===== config.mk =====
export PLATFORM = sky130hd
export DESIGN_NAME = rpcr_top
export DESIGN_NICKNAME = d
export VERILOG_FILES = /design/src/inc/rpcr_pkg.sv /design/src/rtl/rpcr_rx.sv /design/src/rtl/rpcr_top.sv
export SDC_FILE = /design/constraint.sdc
export NUM_CORES = 1
export LEC_CHECK = 0
export ABC_AREA = 1
export BUFFER_PORTS_ARGS = -buffer_cell sky130_fd_sc_hd__buf_2
export CORE_ASPECT_RATIO = 1.1
export CORE_MARGIN = 5
export CORE_UTILIZATION = 50
export DETAILED_ROUTE_END_ITERATION = 10
export PLACE_DENSITY = 0.65
export SYNTH_ARGS = -nofsm -noshare
export SYNTH_HDL_FRONTEND = slang
export SYNTH_SLANG_ARGS = --single-unit

===== constraint.sdc =====
create_clock -name SYS_CLK -period 5.9 [get_ports SYS_CLK]
set_input_delay 1.475 -clock SYS_CLK [delete_from_list [all_inputs] [get_ports SYS_CLK]]
set_output_delay 1.475 -clock SYS_CLK [all_outputs]
set_load 0.02 [all_outputs]

===== src/inc/rpcr_pkg.sv =====
// Shared constants and types of the remote power command receiver.
// Assumes a single 10 MHz system clock and an asynchronous active-high reset.
package rpcr_pkg;

    // ----------------------------------------------------------------
    // characters and command strings
    // ----------------------------------------------------------------
    localparam logic [7:0]  CH_ESC        = 8'h1b;
    localparam logic [7:0]  CH_CR         = 8'h0d;
    // the separator between command words is taken as a plain space
    localparam int          LEN_ON        = 8;
    localparam int          LEN_OFF       = 9;
    localparam int          LEN_TON       = 9;
    localparam int          LEN_SLEEP     = 10;
    localparam logic [63:0] CMD_ON_STR    = {8'h1b, "rsys on"};
    localparam logic [71:0] CMD_OFF_STR   = {8'h1b, "rsys off"};
    localparam logic [71:0] CMD_TON_STR   = {8'h1b, "rsys ton"};
    localparam logic [79:0] CMD_SLEEP_STR = {8'h1b, "pic sleep"};

    // ----------------------------------------------------------------
    // sizes, timing and reset values
    // ----------------------------------------------------------------
    localparam int          BUF_DEPTH     = 14;
    localparam int          CNT_W         = 16;
    localparam int          MIN_BIT_CYC   = 4;
    localparam logic        JUMPER_RST    = 1'b1;
    localparam logic        LINE_IDLE     = 1'b1;

    // ----------------------------------------------------------------
    // types
    // ----------------------------------------------------------------
    typedef struct packed {
        logic       valid;
        logic [7:0] data;
    } rpcr_byte_t;

    typedef enum logic [2:0] {CMD_NONE, CMD_ON, CMD_OFF, CMD_TON, CMD_SLEEP} rpcr_cmd_t;
    typedef enum logic [2:0] {RX_IDLE, RX_MEAS, RX_START, RX_DATA, RX_STOP} rpcr_rx_st_t;
    typedef enum logic [1:0] {PS_OFF, PS_ON, PS_SHUT} rpcr_pwr_st_t;

endpackage


===== src/rtl/rpcr_rx.sv =====
// Serial receiver with start-bit baud measurement, 8 data bits, no parity.
// Assumes the line pin is asynchronous; relearn comes from the same clock.
`timescale 1ns/100ps
module rpcr_rx #(
    parameter int CNT_W = rpcr_pkg::CNT_W
) (
    // clock and reset
    input  wire logic                clk,
    input  wire logic                rst,
    // line and control
    input  wire logic                rxd_pin,
    input  wire logic                relearn,
    // received characters
    output rpcr_pkg::rpcr_byte_t     rx_byte,
    output logic                     locked
);

    // ----------------------------------------------------------------
    // line synchroniser
    // ----------------------------------------------------------------
    logic rxd_meta_r;
    logic rxd_r;
    logic rxd_d_r;

    always_ff @(posedge clk or posedge rst)
    begin
        if (rst)
        begin
            rxd_meta_r <= rpcr_pkg::LINE_IDLE;
            rxd_r      <= rpcr_pkg::LINE_IDLE;
            rxd_d_r    <= rpcr_pkg::LINE_IDLE;
        end
        else
        begin
            rxd_meta_r <= rxd_pin;
            rxd_r      <= rxd_meta_r;
            rxd_d_r    <= rxd_r;
        end
    end

    wire line_fall = rxd_d_r & ~rxd_r;
    wire line_rise = ~rxd_d_r & rxd_r;

    // ----------------------------------------------------------------
    // receive state machine
    // ----------------------------------------------------------------
    rpcr_pkg::rpcr_rx_st_t st_r;
    logic [CNT_W-1:0]      tmr_r;
    logic [CNT_W-1:0]      period_r;
    logic [2:0]            bit_r;
    logic [7:0]            sh_r;
    logic                  locked_r;
    rpcr_pkg::rpcr_byte_t  out_r;

    wire             tmr_done = (tmr_r == '0);
    wire [CNT_W-1:0] half     = {1'b0, period_r[CNT_W-1:1]};
    wire [CNT_W-1:0] tmr_down = tmr_r - 1'b1;
    wire             meas_ok  = (tmr_r >= CNT_W'(rpcr_pkg::MIN_BIT_CYC));

    always_ff @(posedge clk or posedge rst)
    begin
        if (rst)
        begin
            st_r     <= rpcr_pkg::RX_IDLE;
            tmr_r    <= '0;
            period_r <= '0;
            bit_r    <= 3'h0;
            sh_r     <= 8'h00;
            locked_r <= 1'b0;
            out_r    <= '0;
        end
        else
        begin
            out_r.valid <= 1'b0;
            if (relearn)
                locked_r <= 1'b0;
            case (st_r)
                rpcr_pkg::RX_IDLE:
                    if (line_fall)
                    begin
                        // once locked, later start bits are only checked at mid-bit
                        st_r  <= locked_r ? rpcr_pkg::RX_START : rpcr_pkg::RX_MEAS;
                        tmr_r <= locked_r ? half : '0;
                    end
                rpcr_pkg::RX_MEAS:
                    if (line_rise)
                    begin
                        // low data bits after the start bit stretch the figure
                        st_r  <= meas_ok ? rpcr_pkg::RX_DATA : rpcr_pkg::RX_IDLE;
                        period_r <= tmr_r;
                        locked_r <= meas_ok;
                        tmr_r <= {1'b0, tmr_r[CNT_W-1:1]};
                        bit_r <= 3'h0;
                    end
                    else if (tmr_r != '1)
                        tmr_r <= tmr_r + 1'b1;
                rpcr_pkg::RX_START:
                    if (!tmr_done)
                        tmr_r <= tmr_down;
                    else
                    begin
                        st_r  <= rxd_r ? rpcr_pkg::RX_IDLE : rpcr_pkg::RX_DATA;
                        tmr_r <= period_r;
                        bit_r <= 3'h0;
                    end
                rpcr_pkg::RX_DATA:
                    if (!tmr_done)
                        tmr_r <= tmr_down;
                    else
                    begin
                        sh_r  <= {rxd_r, sh_r[7:1]};
                        tmr_r <= period_r;
                        bit_r <= bit_r + 1'b1;
                        if (bit_r == 3'h7)
                            st_r <= rpcr_pkg::RX_STOP;
                    end
                rpcr_pkg::RX_STOP:
                    if (!tmr_done)
                        tmr_r <= tmr_down;
                    else
                    begin
                        // framing errors are dropped silently
                        st_r       <= rpcr_pkg::RX_IDLE;
                        out_r.valid <= rxd_r;
                        out_r.data  <= sh_r;
                    end
                default:
                    st_r <= rpcr_pkg::RX_IDLE;
            endcase
        end
    end

    assign rx_byte = out_r;
    assign locked  = locked_r;

    // ----------------------------------------------------------------
    // checks
    // ----------------------------------------------------------------
    a_rx_meas_period: assert property (@(posedge clk) disable iff (rst)
        (st_r == rpcr_pkg::RX_MEAS && line_rise && meas_ok && !relearn)
        |=> (locked_r && period_r == $past(tmr_r) && st_r == rpcr_pkg::RX_DATA))
        else $error("start bit width not taken as bit period");

    a_rx_valid_stop: assert property (@(posedge clk) disable iff (rst)
        out_r.valid |-> ($past(st_r) == rpcr_pkg::RX_STOP && $past(rxd_r)))
        else $error("character delivered without a good stop bit");

endmodule


===== src/rtl/rpcr_top.sv =====
// Remote power command receiver: watches the first serial port's receive line.
// Assumes the permit bit comes from firmware logic on SYS_CLK; jumper is a pin.
// Behaviour
// - The receive line is watched all the time, apart from the system's own UART.
// - Escape-prefixed commands switch power on, off via soft power-down, or off at once.
// - The sleep command makes the controller ignore later power commands until the permit bit is cleared.
// - With the jumper enabled, power-on is always accepted before the first power-up.
// - The enable jumper reads as enabled by default.
// - After power-up with the permit bit set, commands act only while not asleep.
// - After power-up with the permit bit clear, no command acts.
// - Clearing then setting the permit bit wakes the controller from sleep.
// - The bit rate is learnt from the start bit width of each command's first character.
// - A first character with low bits clear can give a wrong bit rate.
// - Input buffer overflow resets the controller; about fifteen returns force it.
`timescale 1ns/100ps
module rpcr_top #(
    parameter int BUF_DEPTH = rpcr_pkg::BUF_DEPTH
) (
    // clock and reset
    input  wire logic SYS_CLK,
    input  wire logic RST,
    // serial line
    input  wire logic SER_RXD,
    // system side
    input  wire logic RPWR_JUMPER_EN,
    input  wire logic REMOTE_POWER_PERMIT,
    input  wire logic SHUTDOWN_DONE,
    // power control
    output logic      SYS_POWER_ON,
    output logic      SOFT_OFF_REQ,
    // status
    output logic      CTRL_SLEEP,
    output logic      CMD_ACCEPTED,
    output logic      BUF_OVERFLOW
);

    localparam int CW = $clog2(BUF_DEPTH + 1);
    localparam int BW = 8 * BUF_DEPTH;

    // ----------------------------------------------------------------
    // jumper synchroniser
    // ----------------------------------------------------------------
    logic jmp_meta_r;
    logic jmp_r;

    always_ff @(posedge SYS_CLK or posedge RST)
    begin
        if (RST)
        begin
            jmp_meta_r <= rpcr_pkg::JUMPER_RST;
            jmp_r      <= rpcr_pkg::JUMPER_RST;
        end
        else
        begin
            jmp_meta_r <= RPWR_JUMPER_EN;
            jmp_r      <= jmp_meta_r;
        end
    end

    // ----------------------------------------------------------------
    // receiver
    // ----------------------------------------------------------------
    rpcr_pkg::rpcr_byte_t rx_b;
    logic                 relearn_r;

    // independent of the system UART, so it listens even with power off
    rpcr_rx #(
        .CNT_W   (rpcr_pkg::CNT_W)
    ) u_rx (
        .clk     (SYS_CLK),
        .rst     (RST),
        .rxd_pin (SER_RXD),
        .relearn (relearn_r),
        .rx_byte (rx_b),
        .locked  ()
    );

    // ----------------------------------------------------------------
    // input buffer and command decode
    // ----------------------------------------------------------------
    logic [BW-1:0] buf_r;
    logic [CW-1:0] cnt_r;

    wire is_esc = rx_b.valid && (rx_b.data == rpcr_pkg::CH_ESC);
    wire is_cr  = rx_b.valid && (rx_b.data == rpcr_pkg::CH_CR);

    wire hit_on    = (cnt_r == CW'(rpcr_pkg::LEN_ON))
                   && (buf_r[8*rpcr_pkg::LEN_ON-1:0] == rpcr_pkg::CMD_ON_STR);
    wire hit_off   = (cnt_r == CW'(rpcr_pkg::LEN_OFF))
                   && (buf_r[8*rpcr_pkg::LEN_OFF-1:0] == rpcr_pkg::CMD_OFF_STR);
    wire hit_ton   = (cnt_r == CW'(rpcr_pkg::LEN_TON))
                   && (buf_r[8*rpcr_pkg::LEN_TON-1:0] == rpcr_pkg::CMD_TON_STR);
    wire hit_sleep = (cnt_r == CW'(rpcr_pkg::LEN_SLEEP))
                   && (buf_r[8*rpcr_pkg::LEN_SLEEP-1:0] == rpcr_pkg::CMD_SLEEP_STR);

    rpcr_pkg::rpcr_cmd_t cmd;
    assign cmd = !is_cr    ? rpcr_pkg::CMD_NONE  :
                 hit_on    ? rpcr_pkg::CMD_ON    :
                 hit_off   ? rpcr_pkg::CMD_OFF   :
                 hit_ton   ? rpcr_pkg::CMD_TON   :
                 hit_sleep ? rpcr_pkg::CMD_SLEEP : rpcr_pkg::CMD_NONE;

    wire cmd_hit  = (cmd != rpcr_pkg::CMD_NONE);
    wire buf_full = (cnt_r == CW'(BUF_DEPTH));
    // unmatched returns stay in the buffer, so a run of them overflows it
    wire overflow = rx_b.valid && !is_esc && !cmd_hit && buf_full;

    // ----------------------------------------------------------------
    // acceptance
    // ----------------------------------------------------------------
    rpcr_pkg::rpcr_pwr_st_t pst_r;
    logic                   been_on_r;
    logic                   sleep_r;

    // before the first power-up only power-on counts, and the permit is ignored
    wire may_act = jmp_r && (!been_on_r ? (cmd == rpcr_pkg::CMD_ON)
                                        : (REMOTE_POWER_PERMIT && !sleep_r));
    wire act     = cmd_hit && may_act;

    // ----------------------------------------------------------------
    // buffer update
    // ----------------------------------------------------------------
    always_ff @(posedge SYS_CLK or posedge RST)
    begin
        if (RST)
        begin
            buf_r     <= '0;
            cnt_r     <= '0;
            relearn_r <= 1'b0;
        end
        else
        begin
            // every return opens a new command, so the rate is learnt again
            relearn_r <= is_cr || overflow;
            if (overflow || cmd_hit)
            begin
                buf_r <= '0;
                cnt_r <= '0;
            end
            else if (is_esc)
            begin
                buf_r <= {{(BW-8){1'b0}}, rpcr_pkg::CH_ESC};
                cnt_r <= CW'(1);
            end
            else if (rx_b.valid)
            begin
                buf_r <= {buf_r[BW-9:0], rx_b.data};
                cnt_r <= cnt_r + 1'b1;
            end
        end
    end

    // ----------------------------------------------------------------
    // power state and sleep
    // ----------------------------------------------------------------
    logic power_r;
    logic soft_r;
    logic acc_r;
    logic ovf_r;

    always_ff @(posedge SYS_CLK or posedge RST)
    begin
        if (RST)
        begin
            pst_r     <= rpcr_pkg::PS_OFF;
            power_r   <= 1'b0;
            soft_r    <= 1'b0;
            been_on_r <= 1'b0;
            sleep_r   <= 1'b0;
            acc_r     <= 1'b0;
            ovf_r     <= 1'b0;
        end
        else
        begin
            acc_r <= act;
            ovf_r <= overflow;
            // a low permit bit wakes the controller; setting it again re-enables
            if (!REMOTE_POWER_PERMIT)
                sleep_r <= 1'b0;
            else if (act && cmd == rpcr_pkg::CMD_SLEEP)
                sleep_r <= 1'b1;
            case (pst_r)
                rpcr_pkg::PS_OFF:
                    if (act && cmd == rpcr_pkg::CMD_ON)
                    begin
                        pst_r     <= rpcr_pkg::PS_ON;
                        power_r   <= 1'b1;
                        been_on_r <= 1'b1;
                    end
                rpcr_pkg::PS_ON:
                    if (act && cmd == rpcr_pkg::CMD_OFF)
                    begin
                        pst_r  <= rpcr_pkg::PS_SHUT;
                        soft_r <= 1'b1;
                    end
                    else if (act && cmd == rpcr_pkg::CMD_TON)
                    begin
                        pst_r   <= rpcr_pkg::PS_OFF;
                        power_r <= 1'b0;
                    end
                rpcr_pkg::PS_SHUT:
                    // an immediate-off overrides a slow shutdown
                    if (SHUTDOWN_DONE || (act && cmd == rpcr_pkg::CMD_TON))
                    begin
                        pst_r   <= rpcr_pkg::PS_OFF;
                        power_r <= 1'b0;
                        soft_r  <= 1'b0;
                    end
                default:
                    pst_r <= rpcr_pkg::PS_OFF;
            endcase
        end
    end

    assign SYS_POWER_ON = power_r;
    assign SOFT_OFF_REQ = soft_r;
    assign CTRL_SLEEP   = sleep_r;
    assign CMD_ACCEPTED = acc_r;
    assign BUF_OVERFLOW = ovf_r;

    // ----------------------------------------------------------------
    // checks
    // ----------------------------------------------------------------
    a_first_power_on: assert property (@(posedge SYS_CLK) disable iff (RST)
        (!been_on_r && jmp_r && cmd == rpcr_pkg::CMD_ON) |=> (power_r && been_on_r))
        else $error("first power-on not accepted");

    a_sleep_ignores: assert property (@(posedge SYS_CLK) disable iff (RST)
        (sleep_r && been_on_r) |-> (!act ##1 !acc_r))
        else $error("command acted on while asleep");

    a_permit_off: assert property (@(posedge SYS_CLK) disable iff (RST)
        (been_on_r && !REMOTE_POWER_PERMIT && cmd_hit) |=> ($stable(power_r) && !acc_r))
        else $error("command acted on with permit clear");

    a_wake_permit: assert property (@(posedge SYS_CLK) disable iff (RST)
        (!REMOTE_POWER_PERMIT ##1 REMOTE_POWER_PERMIT) |-> !sleep_r)
        else $error("sleep survived a permit clear");

    a_soft_off: assert property (@(posedge SYS_CLK) disable iff (RST)
        (act && cmd == rpcr_pkg::CMD_OFF && pst_r == rpcr_pkg::PS_ON)
        |=> (soft_r && power_r && pst_r == rpcr_pkg::PS_SHUT))
        else $error("soft off did not keep power during shutdown");

    a_soft_hold: assert property (@(posedge SYS_CLK) disable iff (RST)
        (soft_r && !SHUTDOWN_DONE && !(act && cmd == rpcr_pkg::CMD_TON))
        |=> (soft_r && power_r))
        else $error("shutdown request dropped early");

    a_soft_done: assert property (@(posedge SYS_CLK) disable iff (RST)
        (soft_r && SHUTDOWN_DONE) |=> (!soft_r && !power_r))
        else $error("power kept after shutdown finished");

    a_hard_off: assert property (@(posedge SYS_CLK) disable iff (RST)
        (act && cmd == rpcr_pkg::CMD_TON && pst_r != rpcr_pkg::PS_OFF)
        |=> (!power_r && !soft_r && pst_r == rpcr_pkg::PS_OFF))
        else $error("immediate off did not drop power");

    a_ovf_reset: assert property (@(posedge SYS_CLK) disable iff (RST)
        overflow |=> (ovf_r && cnt_r == '0 && relearn_r) ##1 !ovf_r)
        else $error("overflow did not reset the controller");

    a_cr_relearn: assert property (@(posedge SYS_CLK) disable iff (RST)
        is_cr |=> relearn_r)
        else $error("return did not restart rate learning");

    c_power_on: cover property (@(posedge SYS_CLK) disable iff (RST)
        $rose(power_r));
    c_soft_done: cover property (@(posedge SYS_CLK) disable iff (RST)
        soft_r ##1 !soft_r && !power_r);
    c_sleep_wake: cover property (@(posedge SYS_CLK) disable iff (RST)
        sleep_r ##[1:1000] !sleep_r);
    c_overflow: cover property (@(posedge SYS_CLK) disable iff (RST)
        ovf_r);

endmodule

After elaboration in Yosys (flattened, before gate mapping) --
Index checks and enable logic that the tools add are counted.
Word-level totals: register bits 154, input port bits 6, word-level logic and storage cells 162
Operators by class: add/subtract/negate cells 4, $lt $le $gt $ge 1, eq/ne operators 37, muxes and demuxes 51, bitwise operators 4, reductions and logical operators 42
Operator list (count):
- $mux 80 | 3
- $eq 72x69->1 const B | 2
- $eq 80x77->1 const B | 1
- $mux 16 | 5
- $eq 64x61->1 const B | 1
- $pmux 16 s4 | 1
- $mux 3 | 13
- $mux 9 | 2
- $add 16x1->16 const B | 1
- $eq 4x4->1 const B | 4
- $ge 16x3->1 const B | 1
- $logic_and 1x1->1 | 16
- $logic_not 16->1 | 1
- $ne 16x16->1 const B | 1
- $sub 16x1->16 const B | 1
- $mux 15 | 1
- $pmux 3 s5 | 1
- $mux 2 | 7
- $ne 2x1->1 const B | 7
- $eq 3x2->1 const B | 4
- $mux 4 | 3
- $ne 2x2->1 const B | 6
- $reduce_bool 3->1 | 4
- $mux 1 | 11
- 28 further kinds | 42

Logic depth before layout (Yosys ltp) --
word-level depth 15, mapped depth 19, gate-level depth less buffers 19

By module --
A second synthesis with hierarchy kept.
Second synthesis, totals: cell total of the unflattened synthesis 1198, area total of the unflattened synthesis 8775.9 um^2
By module, submodules not included:
- rpcr_top | instances 1, cells an instance 635, area each 4941.0 um^2, sequential area each 2379.8 um^2
- rpcr_rx | instances 1, cells an instance 563, area each 3834.9 um^2, sequential area each 1480.2 um^2

Worst setup path after synthesis --
OpenSTA, ideal clock, no wires.
path type in2reg, start point input port REMOTE_POWER_PERMIT, end point register power_r (netlist: SYS_POWER_ON), setup time 117 ps, arrival time 2494 ps, required time 5783 ps, path slack 3289 ps, cell stages on the path 7, path buffers 0, cells stage by stage nand2_1 > a21boi_0 > nand4_2 > a21oi_4 > nand2_1 > nand2_1 > nand2_1
On the way: word-level cells in the longest chain between the ends 8, elaborated cells on any way between the ends 13, classes of those cells 4 x eq/ne; 1 x mux; 8 x reduce/logical
Ends and longest elaborated chain:
- start: declaration | line rpcr_top.sv:26 | input wire logic REMOTE_POWER_PERMIT,
- $logic_and 1x1->1 (*) | line rpcr_top.sv:117 | : (REMOTE_POWER_PERMIT && !sleep_r));
- $mux 1 (*) | line rpcr_top.sv:116 | wire may_act = jmp_r && (!been_on_r ? (cmd == rpcr_pkg::CMD_ON)
- $logic_and 1x1->1 (*) | line rpcr_top.sv:116
- $logic_and 1x1->1 (*) | line rpcr_top.sv:118 | wire act = cmd_hit && may_act;
- $logic_and 1x1->1 | line rpcr_top.sv:196, rpcr_top.sv:203
- $logic_or 1x1->1 | line rpcr_top.sv:203 | if (SHUTDOWN_DONE || (act && cmd == rpcr_pkg::CMD_TON))
- $ne 2x2->1 (no line)
- $reduce_and 5->1 (no line) (*)
- end signal: assignment | line rpcr_top.sv:187 | power_r <= 1'b1;
- end signal: assignment | line rpcr_top.sv:199 | power_r <= 1'b0;
- end signal: assignment | line rpcr_top.sv:206 | power_r <= 1'b0;
- end: declaration | line rpcr_top.sv:156 | logic power_r;
Mark *: on every way between the ends. The rest lies on a longest branch, timed or not. A chain may end at the register's enable or synchronous reset.

Final worst setup path --
start point register cnt_r[0], end point register buf_r[32]
On the way: word-level cells in the longest chain between the ends 13, elaborated cells on any way between the ends 20, classes of those cells 4 x eq/ne; 6 x mux; 10 x reduce/logical
Ends and longest elaborated chain:
- start: declaration | line rpcr_top.sv:82 | logic [CW-1:0] cnt_r;
- start signal: assignment | line rpcr_top.sv:148 | cnt_r <= cnt_r + 1'b1;
- $eq 4x4->1 | line rpcr_top.sv:93 | wire hit_sleep = (cnt_r == CW'(rpcr_pkg::LEN_SLEEP))
- $logic_and 1x1->1 | line rpcr_top.sv:94 | && (buf_r[8*rpcr_pkg::LEN_SLEEP-1:0] == rpcr_pkg::CMD_SLEEP_STR);
- $mux 3 | line rpcr_top.sv:101 | hit_sleep ? rpcr_pkg::CMD_SLEEP : rpcr_pkg::CMD_NONE;
- $mux 3 | line rpcr_top.sv:100 | hit_ton ? rpcr_pkg::CMD_TON :
- $mux 3 | line rpcr_top.sv:99 | hit_off ? rpcr_pkg::CMD_OFF :
- $mux 3 | line rpcr_top.sv:98 | hit_on ? rpcr_pkg::CMD_ON :
- $mux 3 | line rpcr_top.sv:97 | assign cmd = !is_cr ? rpcr_pkg::CMD_NONE :
- $reduce_bool 3->1 | line rpcr_top.sv:103 | wire cmd_hit = (cmd != rpcr_pkg::CMD_NONE);
- $logic_not 1->1 | line rpcr_top.sv:106 | wire overflow = rx_b.valid && !is_esc && !cmd_hit && buf_full;
- $logic_and 1x1->1 (2 in a row) | line rpcr_top.sv:106
- $logic_or 1x1->1 (*) | line rpcr_top.sv:135 | if (overflow || cmd_hit)
- $reduce_bool 3->1 (no line) / $mux 80 (equally long branches)
- end signal: assignment | line rpcr_top.sv:142 | buf_r <= {{(BW-8){1'b0}}, rpcr_pkg::CH_ESC};
- end signal: assignment | line rpcr_top.sv:147 | buf_r <= {buf_r[BW-9:0], rx_b.data};
- end: declaration | line rpcr_top.sv:81 | logic [BW-1:0] buf_r;
Marks and branches as above.

==> out/results.ini <==
[detailed_routing]
via_count=7166
remaining_drc_errors=0
ant_nets=0
wl_per_cell_um=16.1
drtIter0Drc=399
first_pass_iters=6
wl_um=20700
vias_per_cell=5.58

[power]
power_switching_uw=1180
p_seq_share_pct=39.0
pwr-share-clk_pct=33.3
p_per_area_nw_per_um2=363
vdd_drop_max_mv=0.269
p_sw_share_pct=35.6
p_leak_uw=0.00388
p_int_uw=2140
pwr-share-comb_pct=27.7

[yosys]
postSynthCellCount=1066
ys_seq_area_share_pct=45.9
ys_top_cells_by_area=dfrtp_1, nand2_1, inv_1
synth_warnings=0
async_reset_ff_share_pct=100
synth-main-ff-cell=dfrtp_1
synth-edff-count=0
synthesis.nets=1084
ys_seq_elements=154
netlist.area_leader.share_pct=44.3
ys_types=53
syn-cell-area_sq_um=8420
yosysTopAreaCell=dfrtp_1
avgSynthCellArea_sq_um=7.90

[clock_tree]
clk_pin_slew_ps=60
postCtsHoldBufs=0
cts-htree-levels=4
clockRootBuffer=clkbuf_16
cts_resized=0
post-cts-setup-buffers=0
cts_buffers=17
cts_buffer_depth=2
cts_tree=yes
clock_sinks=154
clock_latency_ps=440

[finish]
drive_above_1_share_pct=12.8
stdcell_area_sq_um=9150
utilization_pct=55.7
stdcell_count=1285
syn_to_final_growth_pct=8.73
fillers=1553
finalNetCount=1086
n_antenna_cell=0

[floorplan]
placementRows=49
core_sq_um=16400
start_util_pct=51.2
die_area_sq_um=19500
die_w_um=134
die_h_um=146
ioPinCount=11

[worst_setup_path]
r2r-end=buf_r[32]
crit_required_ps=6160
timing.rr.start=cnt_r[0]
slowest_stage=nand2_4
critPathKind=reg2reg
crit_path_end_kind=flop
cp_slowest_stage_delay_ps=580
worst-path-max-fanout=73
startpoint_type=flop
cp-startpoint=cnt_r[0]
r2r_slack_ps=3090
path_cells=inv_1 > ha_1 > inv_1 > nor2_1 > nand3b_1 > nor2_1 > nand2_1 > nor2_1 > nand2_1 > nand2_1 > nand2_1 > nand3_2 > nor2_4 > nand2_4 > o22ai_1
arrival_ps=3070
cpMostUsedCell=nand2_1
worstRegToRegCells=15

[sta]
finalHoldViolations=0
rsz0062_at_grt=no
worst_pin_slew_ps=868
setup_ws_ps=3090
tns_ps=0
setup_viol=0
fin_crit_ps=2810
clock-skew-final_ps=17.0
relSlewSlack_pct=42.1
finalCritPeriodShare_pct=47.6
fmax_mhz=356
maxSlewViolCount=0

[min_path]
hp-class=reg2reg
min-delay-start=u_rx.rxd_meta_r
hold_end=u_rx.rxd_r
hold_depth=0

[job]
cap_violations=0

[place]
gp_congestion=0.940
hpwl_um=15000
pre_cts_ws_ps=3000
portBuffers=10
dpl.cell_count=1253
placed_cell_area_sq_um=8560

[grt]
grt_pass1_wl_um=35100
grt_pass1_vias=7136
antenna_found_initial=0
grt_usage_pct=22.1
grt_start_max_net_pins=84
grt.overflow.total=0

[status]
outcome=complete, no violations

-- worst max-delay path by stage --
stage | to | slack (ps) | cells after the start
4_1_cts | buf_r[32] | 3130 | 15
2_1_floorplan | BUF_OVERFLOW | 280 | 1
5_1_grt | buf_r[77] | 2890 | 15
3_5_place_dp | pst_r[1] | 3000 | 10
6_report | buf_r[32] | 3090 | 15
3_3_place_gp | SYS_POWER_ON | 3090 | 8
-- state kept, by name, indices dropped and copies added (netlist names), 2 cells and up --
register,count
u_rx.sh_r,8
cnt_r,4
buf_r,80
u_rx.period_r,16
u_rx.tmr_r,16
pst_r,2
u_rx.st_r,3
u_rx.bit_r,3
u_rx.rx_byte,9
-- worst max-delay path: cells and delay by family, from the launching register on --
family | cells | cell delay [ps]
adders and majority gates | 1 | 260
and+or+nand+nor | 11 | 1530
AOI/OAI and AO/OA | 1 | 170
DFF | 1 | 410
buffers and inverters | 2 | 210
-- cell usage after synthesis, types with 2 or more instances --
library cell,n
a211oi_1,2
a21oi_1,22
a31oi_1,3
a32oi_1,4
buf_2,6
buf_6,9
clkbuf_1,14
dfrtp_1,149
dfstp_2,5
ha_1,12
inv_1,134
inv_2,40
nand2_1,190
nand2_2,5
nand2_4,2
nand3_1,52
nand3_2,4
nand4_1,29
nand4_2,2
nor2_1,122
nor2_2,17
nor2_4,8
nor3_1,30
nor3_2,2
nor4_1,2
o2111ai_1,2
o211ai_1,2
o21ai_0,61
o21ai_1,18
o21bai_1,5
o221ai_1,6
o22ai_1,72
or2_2,2
xor2_1,14
-- placed cells by master (no fill, tap or decap), types with 4 or more instances in the layout --
cell and instances:
o221ai_1 6, clkbuf_16 17, clkinvlp_4 5, nor2_2 17, dfrtp_1 148, inv_2 40, inv_1 133, a21oi_1 22
nor3_1 30, nand3_2 4, nand3_1 52, xor2_1 14, o22ai_1 72, nand2_1 190, nor2_1 122, o21bai_1 5
buf_2 10, o21ai_0 61, a32oi_1 4, dfstp_2 5, nand2_2 5, o21ai_1 18, ha_1 12, nor2_4 8
nand4_1 29
-- cell type report --
cell class	count	area [sq um]	area share (%)
clock buffer	20	437	4.77
clock inverter	12	151	1.65
inverter	175	662	7.23
multi-input combinational	707	3710	40.6
sequential	154	3860	42.2
tap	204	255	2.79
timing repair buffer	13	72.6	0.793
-- power groups by stage --
stage,combinational (uW),sequential [uW],clock (uW)
after floorplan,763,1270,0
after global placement,904,1310,0
after detailed placement,916,1310,0
after CTS,919,1290,1130
after global routing,1040,1310,1170
final,921,1290,1110
-- layer usage --
metal,up-vias,wire length (um),track usage (%)
li1,3539,-,-
met1,3381,8990,27.5
met2,175,10100,36.7
met3,71,670,3.92
met4,0,957,11.8
met5,-,0,0
-- cells by family (layout without fill, tap and decap cells) --
family | Yosys count | count (layout) | share of synthesized area, %
flip-flops | 154 | 154 | 45.9
adder cells (fa/ha/maj) | 12 | 12 | 1.78
buffers and inverters | 205 | 220 | 10.0
multiplexers | 1 | 1 | 0.134
AO/OA/AOI/OAI | 206 | 206 | 14.7
XOR/XNOR | 15 | 15 | 1.56
AND/OR/NAND/NOR | 473 | 473 | 25.9
-- stage by stage --
step                total power, uW  hold WS [ps]
floorplan                      2030           345
global placement               2210           346
detailed placement             2230           348
CTS                            3340           357
global route                   3530           360
finish                         3320           355
Power figures use the tool's default switching activity.
